`config.mk`:
```
export PLATFORM = sky130hd
export DESIGN_NAME = cce_engine
export DESIGN_NICKNAME = d
export VERILOG_FILES = /design/src/hdl/cce_pkg.sv /design/src/hdl/cce_crc_step.sv /design/src/hdl/cce_bit_flip.sv /design/src/hdl/cce_engine.sv
export SDC_FILE = /design/constraint.sdc
export NUM_CORES = 1
export LEC_CHECK = 0
export BUFFER_PORTS_ARGS = -buffer_cell sky130_fd_sc_hd__buf_2
export CAP_MARGIN = 20
export CORE_MARGIN = 1
export CORE_UTILIZATION = 49
export CTS_BUF_LIST = sky130_fd_sc_hd__clkbuf_4 sky130_fd_sc_hd__clkbuf_8
export CTS_CLUSTER_SIZE = 24
export DETAILED_ROUTE_END_ITERATION = 6
export PLACE_DENSITY = 0.74
export SETUP_SLACK_MARGIN = 0.05
export SYNTH_ARGS = -nofsm -noshare
export SYNTH_HDL_FRONTEND = slang
export SYNTH_SLANG_ARGS = --single-unit
```
`constraint.sdc`:
```
create_clock -name clk_sys_in -period 6 [get_ports clk_sys_in]
set_input_delay 0 -clock clk_sys_in [delete_from_list [all_inputs] [get_ports clk_sys_in]]
set_output_delay 0 -clock clk_sys_in [all_outputs]
set_load 0.02 [all_outputs]
```
`src/hdl/cce_pkg.sv`:
```
// package: register map, field layout and constants of the checksum engine
package cce_pkg;

  // register byte offsets on the avalon slave
  localparam logic [3:0]  OFS_CTRL      = 4'h0;
  localparam logic [3:0]  OFS_INPUT     = 4'h4;
  localparam logic [3:0]  OFS_DATA      = 4'h8;
  localparam logic [3:0]  OFS_FLIP      = 4'hC;

  // control register field positions
  localparam int          CTRL_PTR_LSB  = 0;
  localparam int          CTRL_VAL_BIT  = 2;
  localparam int          CTRL_INIT_BIT = 3;
  localparam int          CTRL_SEL_BIT  = 4;

  // generator polynomials, the 32-bit one in reflected form
  localparam logic [15:0] POLY16        = 16'h1021;
  localparam logic [31:0] POLY32_REFL   = 32'hEDB8_8320;

  // start values selectable by the init value select bit
  localparam logic [31:0] INIT_ZEROS    = 32'h0000_0000;
  localparam logic [31:0] INIT_ONES     = 32'hFFFF_FFFF;

  // reset values
  localparam logic        SEL_RESET     = 1'h0;
  localparam logic        VAL_RESET     = 1'h0;
  localparam logic [1:0]  PTR_RESET     = 2'h0;
  localparam logic [7:0]  FLIP_RESET    = 8'h00;
  localparam logic [31:0] RDATA_RESET   = 32'h0000_0000;

  // bus handshake phase
  typedef enum logic [1:0] {
    CCE_PH_IDLE = 2'b01,
    CCE_PH_ACK  = 2'b10
  } cce_phase_e;

  // software visible configuration
  typedef struct packed {
    logic       poly_width_select;
    logic       init_value_select;
    logic [1:0] result_byte_pointer;
  } cce_ctrl_s;

  // whole state of the engine
  typedef struct packed {
    cce_phase_e  phase;
    logic        busy;
    cce_ctrl_s   ctrl;
    logic [31:0] crc;
    logic [7:0]  flip;
    logic [31:0] rdata;
  } cce_state_s;

  localparam cce_state_s STATE_RESET = '{
    phase : CCE_PH_IDLE,
    busy  : 1'h1,
    ctrl  : '{SEL_RESET, VAL_RESET, PTR_RESET},
    crc   : INIT_ZEROS,
    flip  : FLIP_RESET,
    rdata : RDATA_RESET
  };

endpackage : cce_pkg

```
`src/hdl/cce_crc_step.sv`:
```
// combinational fold of one byte into the running checksum
`timescale 1ns/1ns
`default_nettype none
module cce_crc_step (
  input  wire logic [31:0] crc_in,
  input  wire logic [7:0]  byte_in,
  input  wire logic        width16_in,
  output logic [31:0]      crc_out
);

  // all eight bit steps unrolled so a byte completes in one clock
  always_comb begin : fold
    logic [15:0] acc16;
    logic [31:0] acc32;
    acc16 = crc_in[15:0] ^ {byte_in, 8'h00}; // RQ6
    acc32 = crc_in ^ {24'h00_0000, byte_in}; // RQ10
    for (int i = 0; i < 8; i++) begin // RQ8 RQ12 RQ18
      // msb first, shift left, subtract poly when bit 15 was set
      if (acc16[15]) begin
        acc16 = {acc16[14:0], 1'b0} ^ cce_pkg::POLY16; // RQ5
      end else begin
        acc16 = {acc16[14:0], 1'b0};
      end
      // reflected: note bit 0, shift right, subtract reflected poly
      if (acc32[0]) begin
        acc32 = {1'b0, acc32[31:1]} ^ cce_pkg::POLY32_REFL; // RQ9 RQ13
      end else begin
        acc32 = {1'b0, acc32[31:1]};
      end
    end
    // upper half is left alone in 16-bit mode
    crc_out = width16_in ? {crc_in[31:16], acc16} : acc32; // RQ2
  end

endmodule : cce_crc_step
`default_nettype wire

```
`src/hdl/cce_bit_flip.sv`:
```
// bit order reversal of a word
`timescale 1ns/1ns
`default_nettype none
module cce_bit_flip #(
  parameter int W = 8
) (
  input  wire logic [W-1:0] word_in,
  output logic [W-1:0]      word_out
);

  // a zero-width word has nothing to reverse
  if (W < 1) begin : g_bad_w
    $error("cce_bit_flip: W must be at least 1");
  end

  // bit i swaps with bit W-1-i
  always_comb begin
    for (int i = 0; i < W; i++) begin
      word_out[i] = word_in[W-1-i]; // RQ19
    end
  end

endmodule : cce_bit_flip
`default_nettype wire

```
`src/hdl/cce_engine.sv`:
```
// byte-serial crc16/crc32 checksum engine with an avalon-mm slave
//
// Added by the designer: the Avalon-MM register port and the address map.
`timescale 1ns/1ns
`default_nettype none
// Behaviour
// RQ1: bytes written to input port are folded
// RQ2: checksum width 16 or 32 bits
// RQ3: checksum reached only via pointer and data
// RQ4: separate bit reverse register present
// RQ5: 16-bit mode msb first, poly 0x1021
// RQ6: 16-bit byte xored into upper half
// RQ7: 16-bit start value zeros or ones
// RQ8: 16-bit eight left shift steps
// RQ9: 32-bit reflected poly 0x04C11DB7
// RQ10: 32-bit byte xored into low byte
// RQ11: 32-bit start value zeros or ones
// RQ12: 32-bit eight right shifts, poly 0xEDB88320
// RQ13: known 32-bit vectors from all ones
// RQ14: width select 0 is 32, 1 is 16
// RQ15: init strobe loads zeros or ones
// RQ16: pointer selects byte, increments per access
// RQ17: update automatic after each input byte
// RQ18: byte finished before next access
// RQ19: reverse read swaps bit i with 7-i
module cce_engine #(
  parameter int ADDR_W = 4
) (
  input  wire logic              clk_sys_in,
  input  wire logic              rst_in,
  input  wire logic [ADDR_W-1:0] avs_address_in,
  input  wire logic              avs_read_in,
  input  wire logic              avs_write_in,
  input  wire logic [31:0]       avs_writedata_in,
  input  wire logic [3:0]        avs_byteenable_in,
  output logic      [31:0]       avs_readdata_out,
  output logic                   avs_waitrequest_out
);

  // the register map needs at least the four byte offsets
  if (ADDR_W < 4) begin : g_bad_addr_w
    $error("cce_engine: ADDR_W must be at least 4");
  end

  cce_pkg::cce_state_s s_r;
  cce_pkg::cce_state_s s_nxt;

  logic        req;
  logic        hs;
  logic        sel_ctrl;
  logic        sel_input;
  logic        sel_data;
  logic        sel_flip;
  logic        wr_lane0;
  logic [31:0] crc_folded;
  logic [7:0]  flip_rev;
  logic [7:0]  crc_byte;
  logic [31:0] rd_mux;
  logic        init_wr;
  logic        init_val;

  // address decode against full byte addresses
  always_comb begin
    sel_ctrl  = avs_address_in == ADDR_W'(cce_pkg::OFS_CTRL);
    sel_input = avs_address_in == ADDR_W'(cce_pkg::OFS_INPUT);
    sel_data  = avs_address_in == ADDR_W'(cce_pkg::OFS_DATA);
    sel_flip  = avs_address_in == ADDR_W'(cce_pkg::OFS_FLIP);
  end

  // a request completes at the edge where waitrequest is seen low
  assign req      = avs_read_in | avs_write_in;
  assign hs       = req & (s_r.phase == cce_pkg::CCE_PH_ACK);
  assign wr_lane0 = hs & avs_write_in & avs_byteenable_in[0];
  assign init_wr  = wr_lane0 & sel_ctrl &
                    avs_writedata_in[cce_pkg::CTRL_INIT_BIT];
  assign init_val = avs_writedata_in[cce_pkg::CTRL_VAL_BIT];

  // folds the written byte into the present checksum in one cycle
  cce_crc_step u_step (
    .crc_in     (s_r.crc),
    .byte_in    (avs_writedata_in[7:0]),
    .width16_in (s_r.ctrl.poly_width_select),
    .crc_out    (crc_folded)
  );

  // the reverse helper is just wiring; the stored byte is the state
  cce_bit_flip #(
    .W (8)
  ) u_flip (
    .word_in  (s_r.flip),
    .word_out (flip_rev)
  );

  // byte of the hidden checksum that the pointer targets
  always_comb begin
    unique case (s_r.ctrl.result_byte_pointer) // RQ16
      2'h0:    crc_byte = s_r.crc[7:0];
      2'h1:    crc_byte = s_r.crc[15:8];
      2'h2:    crc_byte = s_r.crc[23:16];
      default: crc_byte = s_r.crc[31:24];
    endcase
  end

  // read data; the input port and unmapped addresses read as zero
  always_comb begin
    rd_mux = 32'h0000_0000;
    if (sel_ctrl) begin
      rd_mux[cce_pkg::CTRL_SEL_BIT] = s_r.ctrl.poly_width_select;
      rd_mux[cce_pkg::CTRL_VAL_BIT] = s_r.ctrl.init_value_select;
      rd_mux[cce_pkg::CTRL_PTR_LSB +: 2] = s_r.ctrl.result_byte_pointer;
    end else if (sel_data) begin
      rd_mux[7:0] = crc_byte; // RQ3
    end else if (sel_flip) begin
      rd_mux[7:0] = flip_rev; // RQ4 RQ19
    end
  end

  // next state: handshake phase plus register side effects
  always_comb begin
    s_nxt = s_r;
    unique case (s_r.phase)
      cce_pkg::CCE_PH_IDLE: begin
        // capture read data now so it stands while waitrequest is low
        if (req) begin
          s_nxt.phase = cce_pkg::CCE_PH_ACK;
          s_nxt.busy  = 1'b0;
          s_nxt.rdata = avs_read_in ? rd_mux : s_r.rdata;
        end
      end
      cce_pkg::CCE_PH_ACK: begin
        s_nxt.phase = cce_pkg::CCE_PH_IDLE;
        s_nxt.busy  = 1'b1;
        if (wr_lane0 && sel_ctrl) begin
          s_nxt.ctrl.poly_width_select =
            avs_writedata_in[cce_pkg::CTRL_SEL_BIT]; // RQ14
          s_nxt.ctrl.init_value_select = init_val;
          s_nxt.ctrl.result_byte_pointer =
            avs_writedata_in[cce_pkg::CTRL_PTR_LSB +: 2];
        end
        // the strobe uses the value select written alongside it
        if (init_wr) begin
          s_nxt.crc = init_val ? cce_pkg::INIT_ONES
                               : cce_pkg::INIT_ZEROS; // RQ7 RQ11 RQ15
        end
        if (wr_lane0 && sel_input) begin
          s_nxt.crc = crc_folded; // RQ1 RQ17 RQ18
        end
        if (wr_lane0 && sel_flip) begin
          s_nxt.flip = avs_writedata_in[7:0]; // RQ4
        end
        // the data port overwrites the selected checksum byte
        if (wr_lane0 && sel_data) begin
          unique case (s_r.ctrl.result_byte_pointer)
            2'h0:    s_nxt.crc[7:0]   = avs_writedata_in[7:0];
            2'h1:    s_nxt.crc[15:8]  = avs_writedata_in[7:0];
            2'h2:    s_nxt.crc[23:16] = avs_writedata_in[7:0];
            default: s_nxt.crc[31:24] = avs_writedata_in[7:0];
          endcase
        end
        // every read or write of the data port steps the pointer
        if (hs && sel_data) begin
          s_nxt.ctrl.result_byte_pointer =
            s_r.ctrl.result_byte_pointer + 2'h1; // RQ16
        end
      end
      default: begin
        // illegal phase code: recover to a clean idle
        s_nxt.phase = cce_pkg::CCE_PH_IDLE;
        s_nxt.busy  = 1'b1;
      end
    endcase
  end

  // single state register
  always_ff @(posedge clk_sys_in) begin
    if (rst_in) begin
      s_r <= cce_pkg::STATE_RESET;
    end else begin
      s_r <= s_nxt;
    end
  end

  assign avs_readdata_out    = s_r.rdata;
  assign avs_waitrequest_out = s_r.busy;

  logic fold_wr;
  assign fold_wr = wr_lane0 & sel_input;

  // helpers: no register decoded, and a read taken from idle
  logic sel_none;
  logic rd_take;
  assign sel_none = ~(sel_ctrl | sel_input | sel_data | sel_flip);
  assign rd_take  = avs_read_in & (s_r.phase == cce_pkg::CCE_PH_IDLE);
endmodule : cce_engine
`default_nettype wire

```
# Word-level counts from Yosys, hierarchy flattened
# Cells that the tools add are included.
[totals]
regBits = 55
input_bits = 44
output_inout_bits = 33
wordCells = 89
[classes]
add_sub_neg = 1
n_eq_ne = 7
muxes = 34
bitwise = 25
n_reduce_logical = 14
[ops]
columns = ["op", "count"]
rows = [
  ["2-to-1 mux 32 bit", 13],
  ["NOT 13 -> 14 bit", 8],
  ["2-to-1 mux 13 bit", 8],
  ["2-to-1 mux 8 bit", 6],
  ["bitwise XOR 32 x 8 -> 32 bit", 1],
  ["NOT 3 bit", 8],
  ["one-hot mux 8 bit (3 select lines)", 1],
  ["bitwise XOR 16 bit", 1],
  ["== test 4 bit (second input constant)", 2],
  ["2-to-1 mux 3 bit", 2],
  ["AND reduction 2 bit", 3],
  ["bitwise AND 1 bit", 5],
  ["logical AND 1 bit", 5],
  ["== test 2 x 1 -> 1 bit (second input constant)", 2],
  ["== test 2 bit (second input constant)", 2],
  ["== test 4 x 3 -> 1 bit (second input constant)", 1],
  ["logical NOT 4 bit", 1],
  ["2-to-1 mux 2 bit", 2],
  ["AND reduction 3 bit", 1],
  ["OR reduction 3 bit", 1],
  ["adder 2 x 1 -> 2 bit (second input constant)", 1],
  ["logical NOT 2 bit", 1],
  ["2-to-1 mux 1 bit", 2],
  ["nonzero test 2 bit", 1],
  ["other kinds (3)", 3],
]

# Longest topological paths before layout
# Gate-level depths: netlist of run 1.
[depth]
depth_word = 21
mapped_depth = 9
depth_no_buf = 8

# By module
# From an unflattened synthesis of run 1, not the netlist that was laid out.
[hier_totals]
cells_unflattened = 582
area_unflattened_um2 = 5077.4
[modules_own_cells]
columns = ["mod", "n_inst", "cells_per_inst", "area_per_inst_um2", "seq_area_each_um2"]
rows = [
  ["cce_engine", 1, 417, 3686.0, 1081.0],
  ["cce_crc_step", 1, 157, 1331.3, 0.0],
  ["cce_bit_flip", 1, 8, 60.1, 0.0],
]

# Least setup slack after synthesis of run 1
# No wires, ideal clock.
[synth_path]
path_type = "reg-to-reg"
start = "reg s_r[77] (netlist bit)"
end = "reg s_r[63] (netlist bit)"
setup_time_ns = 0.128
arrival_ns = 1.920
t_required_ns = 5.872
path_slack_ns = 3.952
stages_incl_launch_ff = 8
path_buffers = 3
cell_sequence = "dfxtp_1 > and4b_1 > clkbuf_1 > clkbuf_1 > clkbuf_1 > nand4_1 > a221oi_1 > nor2_1"
[synth_via]
elab_chain_len = 10
word_cells_on_any_way = 12
classes_between = "1 x eq/ne; 4 x mux; 5 x bitwise; 2 x reduce/logical"
[synth_lines]
columns = ["element", "line", "rtl"]
rows = [
  ["start: declaration", "cce_engine.sv:45", "cce_pkg::cce_state_s s_r;"],
  ["start signal: assignment", "cce_engine.sv:177", "s_r <= cce_pkg::STATE_RESET;"],
  ["start signal: assignment", "cce_engine.sv:179", "s_r <= s_nxt;"],
  ["== test 2 bit (*)", "cce_engine.sv:72, cce_engine.sv:121", ""],
  ["bitwise AND 1 bit", "cce_engine.sv:72", "assign hs = req & (s_r.phase == cce_pkg::CCE_PH_ACK);"],
  ["bitwise AND 1 bit (2 in series)", "cce_engine.sv:73", "assign wr_lane0 = hs & avs_write_in & avs_byteenable_in[0];"],
  ["bitwise AND 1 bit (2 in series)", "cce_engine.sv:74", "assign init_wr = wr_lane0 & sel_ctrl &"],
  ["2-to-1 mux 32 bit", "cce_engine.sv:141", "if (init_wr) begin"],
  ["2-to-1 mux 32 bit", "cce_engine.sv:145", "if (wr_lane0 && sel_input) begin"],
  ["2-to-1 mux 8 bit", "cce_engine.sv:153", "unique case (s_r.ctrl.result_byte_pointer)"],
  ["2-to-1 mux 32 bit", "cce_engine.sv:152", "if (wr_lane0 && sel_data) begin"],
]
# Mark *: on every way between the ends. The rest lies on a longest branch, timed or not.
# A chain may end at the register's enable or synchronous reset.

# Final worst setup path of run 1
[layout_path]
start = "reg s_r[77] (netlist bit)"
end = "reg s_r[54] (netlist bit)"
# Same word-level chain as after synthesis.

==> impl_metrics.env, run 1 <==
export IMPL_start_util_pct=50.41
export IMPL_clock_path_buffers=2
export IMPL_setup_viol=0
export IMPL_dp_hpwl_mm=9.683
export IMPL_nets=592
export IMPL_cts_tree="done"
export IMPL_syn_area_um2=4636
export IMPL_timing_rr_end="s_r[54]"
export IMPL_ctsResizeCount=0
export IMPL_synth_most_common_cell="dfxtp_1"
export IMPL_cts_max_level=2
export IMPL_setup_slack_ns=3.217
export IMPL_setup_worst_path_start_class="flip-flop"
export IMPL_fp_dieW_um=99.27
export IMPL_fin_skew_ns=0.009886
export IMPL_avgViaCountPerCell=6.550
export IMPL_status="finished, final reports clean"
export IMPL_place_ws_ns=3.374
export IMPL_wire_per_inst_um=21.08
export IMPL_min_to="s_r[78]"
export IMPL_worstSetupPathType="flip-flop to flip-flop"
export IMPL_pin_count=77
export IMPL_rows=35
export IMPL_clk_latency_ns=0.32
export IMPL_syn_inst=557
export IMPL_slew_viol_final=0
export IMPL_clock_fmax_mhz=359.3
export IMPL_synth_top_cells_by_count="dfxtp_1 (54), nor2_1 (52), xnor2_1 (48)"
export IMPL_hold_class="primary input to flip-flop"
export IMPL_cts_buffers=5
export IMPL_overflow=0
export IMPL_p_leak_nw=1.799
export IMPL_ys_ff_latch=54
export IMPL_ff_latch_area_um2=1081
export IMPL_coreArea_um2=9196
export IMPL_synth_yosys_seq_area_share_pct=23.32
export IMPL_cp_top_family="simple AND/OR/NAND/NOR gates"
export IMPL_clock_sinks=54
export IMPL_drt_pass1_iterations=7
export IMPL_synth_top_area_share_pct=23.32
export IMPL_powerDensity_nw_per_um2=186.0
export IMPL_dieArea_um2=9854
export IMPL_syn_area_per_cell_um2=8.323
export IMPL_rsz0062_at_grt="no"
export IMPL_synth_distinct_cells=62
export IMPL_async_flop_share_pct=0
export IMPL_n_antenna_cell=0
export IMPL_die_h_um=99.27
export IMPL_slew_headroom_pct=28.10
export IMPL_fin_crit_sh_pct=46.38
export IMPL_fin_setup_tns_ns=0
export IMPL_root_buffer="clkbuf_8"
export IMPL_drive_gt1_share_pct=11.21
export IMPL_crit_path_top_delay_cell="nand4b_1"
export IMPL_path_buf_inv=1
export IMPL_nFillCells=870
export IMPL_grt_antenna_before_repair=0
export IMPL_syn2layout_area_growth_pct=1.188
export IMPL_multiInputGateArea_um2=3183
export IMPL_place_area_um2=4607
export IMPL_synth_warnings=0
export IMPL_grt_pass1_wl_mm=21.56
export IMPL_post_route_min_period_ns=2.783
export IMPL_grt_start_max_net_pins=58
export IMPL_hp_start="avs_read_in"
export IMPL_grt_util_all_layers_pct=28.42
export IMPL_min_path_cells=3
export IMPL_tightest_slew_ns=1.064
export IMPL_hold_viol_final=0
export IMPL_yosysTopAreaCell="dfxtp_1"
export IMPL_postRouteWirelength_mm=13.81
export IMPL_rr_worst_depth=6
export IMPL_worstPathArrival_ns=3.02
export IMPL_worst_path_max_fanout=17
export IMPL_synth_edf_count=0
export IMPL_p_total_uw=872.4
export IMPL_path_cells="nand4b_1 > nor3_1 > buf_4 > or3_1 > a221oi_1 > a211oi_1"
export IMPL_rr_startpoint="s_r[77]"
export IMPL_cpPeakStageDelay_ns=0.80
export IMPL_io_buffers=25
export IMPL_drc=0
export IMPL_synth_area_top_cells="dfxtp_1 (23%), xnor2_1 (9.1%), buf_4 (5.3%)"
export IMPL_cts_setup_buffers=0
export IMPL_fin_area_um2=4691
export IMPL_drt_initial_drc_count=659
export IMPL_ys_flop_type="dfxtp_1"
export IMPL_drv_cap=0
export IMPL_ant_nets=0
export IMPL_vias=4290
export IMPL_crit_required_ns=6.24
export IMPL_end_kind="flip-flop"
export IMPL_grt_pass1_vias=3968
export IMPL_gp_congestion=0.9654
export IMPL_peakVddDrop_v=0.0001076
export IMPL_regToRegSetupSlack_ns=3.22
export IMPL_path_clk_slew_ns=0.11
export IMPL_hold_buffers=0
-- cell usage in the layout (no fill, tap or decap), types with 5 or more instances in the layout --
cell and count:
or3_1 6, o22ai_1 13, a21o_1 8, conb_1 24, nor2_1 52, a21oi_1 39
nand3_1 17, buf_2 25, inv_1 9, buf_4 6, nor3_1 6, a221oi_1 8
a211oi_1 12, o21ai_0 34, xnor3_1 5, a222oi_1 8, nand2_1 37, clkbuf_8 5
xnor2_4 9, mux2i_1 19, xnor2_1 48, xor2_1 26, dfxtp_1 54, a22oi_1 8
-- routing by layer --
metal	vias up	wire, µm	share of wire (%)	global-route usage (%)
li1	1911	-	-	-
met1	1956	5394	39	37.79
met2	347	6028	44	44.18
met3	76	1613	12	5.130
met4	0	773	5.6	14.48
met5	-	0	0	0
-- worst max path at each step --
stage               startpoint       to  slack, ns  depth (start not counted)
finish                 s_r[77]  s_r[54]       3.22                          6
global route           s_r[77]  s_r[54]       3.13                          6
CTS                    s_r[77]  s_r[54]       3.34                          6
detailed placement     s_r[77]  s_r[61]       3.37                          6
global placement       s_r[77]  s_r[61]       3.41                          6
floorplan              s_r[77]  s_r[63]       3.95                          7
-- kinds of logic (layout without fill, tap and decap cells) --
kind of cell | count (synthesis) | after routing | synth area share [%]
compound gates | 158 | 158 | 22.62
simple gates | 143 | 143 | 14.68
xor+xnor | 93 | 93 | 23.75
buf+inv | 83 | 47 | 9.879
flops | 54 | 54 | 23.32
mux | 21 | 21 | 4.588
fa+ha+maj | 4 | 4 | 1.080
other cells | 1 | 24 | 0.08089
-- power by group --
part | internal [mW] | switching (mW) | total, mW
Sequential | 0.365 | 0.00851 | 0.373
Clock | 0.0802 | 0.133 | 0.213
Combinational | 0.122 | 0.164 | 0.286
-- worst register-to-register path, stage by stage (launching register included) --
cell and delay, ns:
dfxtp_1 0.35, nand4b_1 0.80, nor3_1 0.75, buf_4 0.28, or3_1 0.18, a221oi_1 0.10, a211oi_1 0.25
-- through the flow --
stage | hold slack (ns) | cells | util [%]
finish | 0.01820 | 655 | 51.01
global route | 0.09352 | 655 | 51.01
CTS | 0.01801 | 655 | 51.01
detailed placement | 0.3611 | 648 | 50.10
global placement | 0.3577 | 648 | 50.10
floorplan | 0.2250 | 580 | -
-- registers in the layout, summed over array words and instances, names as in the netlist --
name	count
s_r	46
avs_readdata_out	8
-- layout make-up --
type	count	share of cell area [%]
inverters	9	0.7202
flip-flops and latches	54	23.05
repair buffers	31	3.628
clock inverters	2	0.3201
multi-input cells	443	67.86
well taps	111	2.961
clock buffers	5	1.467
No activity file was read; power rests on OpenSTA's default activity.
==> run 2: changes to the inputs <==
Clock period 6 ns to 2.9 ns, I/O delays scaled along.
==> impl_metrics.env, run 2 (same netlist as run 1, synthesis figures left out) <==
export IMPL_slew_viol_final=0
export IMPL_drv_cap=0
export IMPL_overflow=0
export IMPL_grt_pass1_wl_mm=22.96
export IMPL_cts_setup_buffers=0
export IMPL_drt_pass1_iterations=7
export IMPL_root_buffer="clkbuf_8"
export IMPL_drive_gt1_share_pct=12.18
export IMPL_status="finished, violations left"
export IMPL_pin_count=77
export IMPL_clock_sinks=54
export IMPL_rows=35
export IMPL_syn2layout_area_growth_pct=2.159
export IMPL_fin_setup_tns_ns=0
export IMPL_setup_worst_path_start_class="flip-flop"
export IMPL_vias=4340
export IMPL_cts_tree="done"
export IMPL_worst_path_max_fanout=12
export IMPL_rr_worst_depth=7
export IMPL_place_area_um2=4652
export IMPL_fp_dieW_um=99.27
export IMPL_gp_congestion=0.9517
export IMPL_crit_required_ns=3.09
export IMPL_worstPathArrival_ns=2.44
export IMPL_wire_per_inst_um=21.39
export IMPL_avgViaCountPerCell=6.566
export IMPL_crit_path_top_delay_cell="ha_1"
export IMPL_violations="DRC"
export IMPL_fin_area_um2=4736
export IMPL_drt_initial_drc_count=731
export IMPL_cp_top_family="simple AND/OR/NAND/NOR gates"
export IMPL_post_route_min_period_ns=2.243
export IMPL_nets=598
export IMPL_tightest_slew_ns=0.7224
export IMPL_ant_nets=0
export IMPL_p_leak_nw=1.831
export IMPL_grt_pass1_vias=4105
export IMPL_grt_antenna_before_repair=0
export IMPL_hold_viol_final=0
export IMPL_setup_viol=0
export IMPL_clock_fmax_mhz=445.7
export IMPL_hold_class="primary input to flip-flop"
export IMPL_regMostFlops="s_r"
export IMPL_path_clk_slew_ns=0.11
export IMPL_fin_crit_sh_pct=77.36
export IMPL_coreArea_um2=9196
export IMPL_path_cells="ha_1 > mux2i_1 > nor2_1 > nand3_1 > or3_1 > a221oi_1 > a211oi_1"
export IMPL_path_buf_inv=0
export IMPL_dp_hpwl_mm=10.17
export IMPL_clk_latency_ns=0.32
export IMPL_fin_skew_ns=0.003985
export IMPL_regToRegSetupSlack_ns=0.66
export IMPL_clock_path_buffers=2
export IMPL_slew_headroom_pct=51.47
export IMPL_powerDensity_nw_per_um2=384.2
export IMPL_cpPeakStageDelay_ns=0.49
export IMPL_peakVddDrop_v=0.0002236
export IMPL_rsz0062_at_grt="no"
export IMPL_min_to="s_r[78]"
export IMPL_hold_buffers=0
export IMPL_die_h_um=99.27
export IMPL_drc=4
export IMPL_start_util_pct=50.41
export IMPL_grt_start_max_net_pins=33
export IMPL_grt_util_all_layers_pct=30.04
export IMPL_ctsResizeCount=0
export IMPL_min_path_cells=3
export IMPL_dieArea_um2=9854
export IMPL_largest_reg_flops=46
export IMPL_final_cell_mix="dfxtp_1 (54), nor2_1 (52), xnor2_1 (48)"
export IMPL_end_kind="flip-flop"
export IMPL_n_antenna_cell=0
export IMPL_postRouteWirelength_mm=14.14
export IMPL_io_buffers=25
export IMPL_hp_start="avs_read_in"
export IMPL_layout_commonest_cell="dfxtp_1"
export IMPL_rr_startpoint="s_r[72]"
export IMPL_cts_max_level=2
export IMPL_worstSetupPathType="flip-flop to flip-flop"
export IMPL_cts_buffers=5
export IMPL_timing_rr_end="s_r[55]"
## run 2: tightest hold or removal path: cells and delay by family
kind                   cells  cell delay, ns
buffers and inverters      1            0.11
AND/OR/NAND/NOR            2            0.19
## run 2: worst max path at each step
stage	start	to	depth (start not counted)
floorplan	s_r[77]	s_r[63]	7
global route	s_r[72]	s_r[54]	7
CTS	s_r[72]	s_r[54]	7
global placement	s_r[72]	s_r[55]	7
finish	s_r[72]	s_r[55]	7
detailed placement	s_r[72]	s_r[54]	7
## run 2: routing by layer
metal  vias up  wire, µm  track usage (%)
met5         -         0                0
met4         0       720            14.82
met3        65      1589            5.271
met2       340      6228            46.31
met1      2015      5599            40.57
li1       1920         -                -
## run 2: where the power goes
group / switching (mW) / internal [mW] / total [mW]
sequential: 0.0177 / 0.755 / 0.773
combinational: 0.346 / 0.254 / 0.599
clock: 0.281 / 0.166 / 0.447
## run 2: cell type report
| type | count | area [µm²] |
|---|---|---|
| Clock inverter | 2 | 15.01 |
| Fill cell | 897 | 4461 |
| Multi-Input combinational cell | 443 | 3183 |
| Timing Repair Buffer | 37 | 215.2 |
| Inverter | 9 | 33.78 |
| Tap cell | 111 | 138.9 |
| Clock buffer | 5 | 68.82 |
| Sequential cell | 54 | 1081 |
## run 2: stage by stage
| stage | worst slack (ns) | hold WS (ns) | power, mW | util, % | cells |
|---|---|---|---|---|---|
| global placement | 0.7695 | 0.3567 | 1.365 | 50.59 | 654 |
| global route | 0.5164 | 0.09110 | 1.884 | 51.50 | 661 |
| detailed placement | 0.7417 | 0.3712 | 1.374 | 50.59 | 654 |
| floorplan | 0.8522 | 0.2250 | 1.290 | - | 580 |
| finish | 0.6565 | 0.02844 | 1.819 | 51.50 | 661 |
| CTS | 0.7167 | 0.03000 | 1.808 | 51.50 | 661 |
==> run 3: changes to the inputs <==
Settings changed: ABC_AREA from default to 1, PLACE_DENSITY 0.74 to 0.73.
Clock period 2.9 ns to 2.25 ns, I/O delays scaled along.
==> impl_metrics.env, run 3 <==
export IMPL_status="finished, final reports clean"
export IMPL_synth_top_family_by_area="simple AND/OR/NAND/NOR gates"
export IMPL_grt_start_max_net_pins=42
export IMPL_clk_latency_ns=0.32
export IMPL_setup_worst_path_start_class="flip-flop"
export IMPL_grt_pass1_wl_mm=25.48
export IMPL_io_buffers=25
export IMPL_die_h_um=102.9
export IMPL_seq_power_share_pct=43.9
export IMPL_vias=5402
export IMPL_start_util_pct=50.75
export IMPL_syn_area_um2=4984
export IMPL_ys_flop_type="dfxtp_1"
export IMPL_grt_pass1_vias=4700
export IMPL_worst_path_most_repeated_cell="nand2_1"
export IMPL_path_clk_slew_ns=0.11
export IMPL_utilization_pct=53.22
export IMPL_setup_viol=0
export IMPL_coreArea_um2=9819
export IMPL_path_cells="inv_1 > nand2_2 > nand2_4 > xnor2_1 > nand2_1 > nand2_1 > inv_1 > nand2_1 > nand3_1 > nand2_1 > nand2_1 > nand2_1 > a21oi_1"
export IMPL_synth_mux_area_share_pct=0
export IMPL_avgViaCountPerCell=5.586
export IMPL_crit_path_top_delay_cell="dfxtp_1"
export IMPL_syn_inst=824
export IMPL_hold_class="primary input to flip-flop"
export IMPL_hp_start="avs_writedata_in[6]"
export IMPL_hold_slack_ns=0.02153
export IMPL_fin_area_um2=5226
export IMPL_synthAdderAreaFrac_pct=1.004
export IMPL_end_kind="flip-flop"
export IMPL_n_antenna_cell=0
export IMPL_drt_pass1_iterations=6
export IMPL_wire_per_inst_um=16.74
export IMPL_cpPeakStageDelay_ns=0.46
export IMPL_min_to="s_r[46]"
export IMPL_synth_top_area_share_pct=21.69
export IMPL_synth_compound_area_share_pct=21.59
export IMPL_nets=881
export IMPL_synth_xor_area_share_pct=9.089
export IMPL_place_area_um2=5100
export IMPL_ant_nets=0
export IMPL_worstSetupPathType="flip-flop to flip-flop"
export IMPL_crit_path_start="s_r[44]"
export IMPL_post_route_min_period_ns=1.965
export IMPL_rr_worst_depth=13
export IMPL_crit_required_ns=2.46
export IMPL_worst_path_max_fanout=6
export IMPL_gp_congestion=1.006
export IMPL_powerDensity_nw_per_um2=425.2
export IMPL_hold_viol_final=0
export IMPL_grt_antenna_before_repair=0
export IMPL_tightest_slew_ns=0.5776
export IMPL_min_path_cells=3
export IMPL_postRouteWirelength_mm=16.19
export IMPL_regMostFlops="s_r"
export IMPL_yosys_area_share_simple_pct=33.49
export IMPL_dieArea_um2=10580
export IMPL_power_internal_mw=1.486
export IMPL_layout_commonest_cell="nand2_1"
export IMPL_rr_startpoint="s_r[44]"
export IMPL_power_switching_uw=735.7
export IMPL_pwr_share_clk_pct=32.4
export IMPL_clock_fmax_mhz=508.8
export IMPL_regToRegSetupSlack_ns=0.28
export IMPL_timing_rr_end="s_r[64]"
export IMPL_fp_dieW_um=102.9
export IMPL_syn2layout_area_growth_pct=4.871
export IMPL_grt_util_all_layers_pct=32.15
export IMPL_drive_gt1_share_pct=12.35
export IMPL_drt_initial_drc_count=562
export IMPL_synth_area_top_cells="dfxtp_1 (22%), nand2_1 (21%), a21oi_1 (10%)"
export IMPL_p_leak_nw=2.374
export IMPL_largest_reg_flops=46
export IMPL_rows=36
export IMPL_final_cell_mix="nand2_1 (280), a21oi_1 (104), o21ai_0 (54), dfxtp_1 (54), inv_1 (46)"
export IMPL_synth_edf_count=0
export IMPL_drc=0
export IMPL_cts_max_level=2
export IMPL_yosysTopAreaCell="dfxtp_1"
export IMPL_fin_skew_ns=0.006106
export IMPL_cts_tree="done"
export IMPL_ys_ff_latch=54
export IMPL_synth_top_cells_by_count="nand2_1 (280), a21oi_1 (104), dfxtp_1 (54), o21ai_0 (54), inv_1 (46)"
export IMPL_synth_yosys_seq_area_share_pct=21.69
export IMPL_dp_hpwl_mm=11.97
export IMPL_root_buffer="clkbuf_8"
export IMPL_slew_viol_final=0
export IMPL_syn_area_per_cell_um2=6.048
export IMPL_drv_cap=0
export IMPL_fin_setup_tns_ns=0
export IMPL_combPwrFrac_pct=23.7
export IMPL_cts_buffers=5
export IMPL_pin_count=77
export IMPL_synth_distinct_cells=46
export IMPL_synth_warnings=0
export IMPL_fin_crit_sh_pct=87.35
export IMPL_async_flop_share_pct=0
export IMPL_p_sw_share_pct=33.11
export IMPL_worstPathArrival_ns=2.17
export IMPL_clock_sinks=54
export IMPL_cts_setup_buffers=0
export IMPL_overflow=0
export IMPL_slew_headroom_pct=61.21
export IMPL_peakVddDrop_v=0.0002326
export IMPL_clock_path_buffers=2
export IMPL_rsz0062_at_grt="no"
export IMPL_synth_most_common_cell="nand2_1"
## run 3: worst max-delay path by stage
stage                    to  slack, ns
floorplan           s_r[53]       0.56
global placement    s_r[47]       0.31
detailed placement  s_r[70]       0.30
CTS                 s_r[70]       0.29
global route        s_r[64]       0.06
finish              s_r[64]       0.28
## run 3: power groups by stage
stage                     combinational (mW)  clock [mW]  sequential, mW
after floorplan                        0.414           0           0.997
after global placement                 0.511           0           0.997
after detailed placement               0.513           0           0.997
after CTS                              0.515       0.744           0.975
after global routing                   0.579       0.773           0.978
final                                  0.527       0.719           0.976
## run 3: area by class of cell
| cell class | instances | area [µm²] |
|---|---|---|
| clock buffer | 6 | 82.58 |
| clock inverter | 2 | 38.79 |
| fill | 1034 | 4593 |
| inverter | 65 | 246.5 |
| multi-input combinational | 663 | 3343 |
| sequential | 54 | 1081 |
| tap | 133 | 166.4 |
| timing repair buffer | 44 | 267.8 |
## run 3: what timing repair did
action | CTS | global route
setup endpoints to repair | 0 | 4
hold buffers | 0 | 0
gates resized for setup | 0 | 1
## run 3: routing by layer
layer / vias up / track usage [%] / wire, µm
li1: 2642 / - / -
met1: 2420 / 45.01 / 6943
met2: 289 / 47.44 / 6877
met3: 51 / 5.898 / 1683
met4: 0 / 15.38 / 684
met5: - / 0 / 0
## run 3: metrics by stage
step | total power, mW | setup slack, ns | std cells
after floorplan | 1.411 | 0.5587 | 847
after global placement | 1.508 | 0.3145 | 959
after detailed placement | 1.510 | 0.3031 | 959
after CTS | 2.235 | 0.2889 | 967
after global routing | 2.330 | 0.05794 | 967
final | 2.222 | 0.2846 | 967
## run 3: worst max-delay path, delay by kind of cell, from the launching register on
family | cells | cell delay, ns
and+or+nand+nor | 9 | 0.78
buffers and inverters | 2 | 0.22
AOI/OAI and AO/OA | 1 | 0.06
xor gates and xnor gates | 1 | 0.34
DFF | 1 | 0.46
## run 3: logic make-up after synthesis
logic type               count (synthesis)
flip-flops                              54
buffers and inverters                  130
other                                    1
adder cells (fa/ha/maj)                  4
XOR/XNOR                                50
AO/OA/AOI/OAI                          197
AND/OR/NAND/NOR                        388
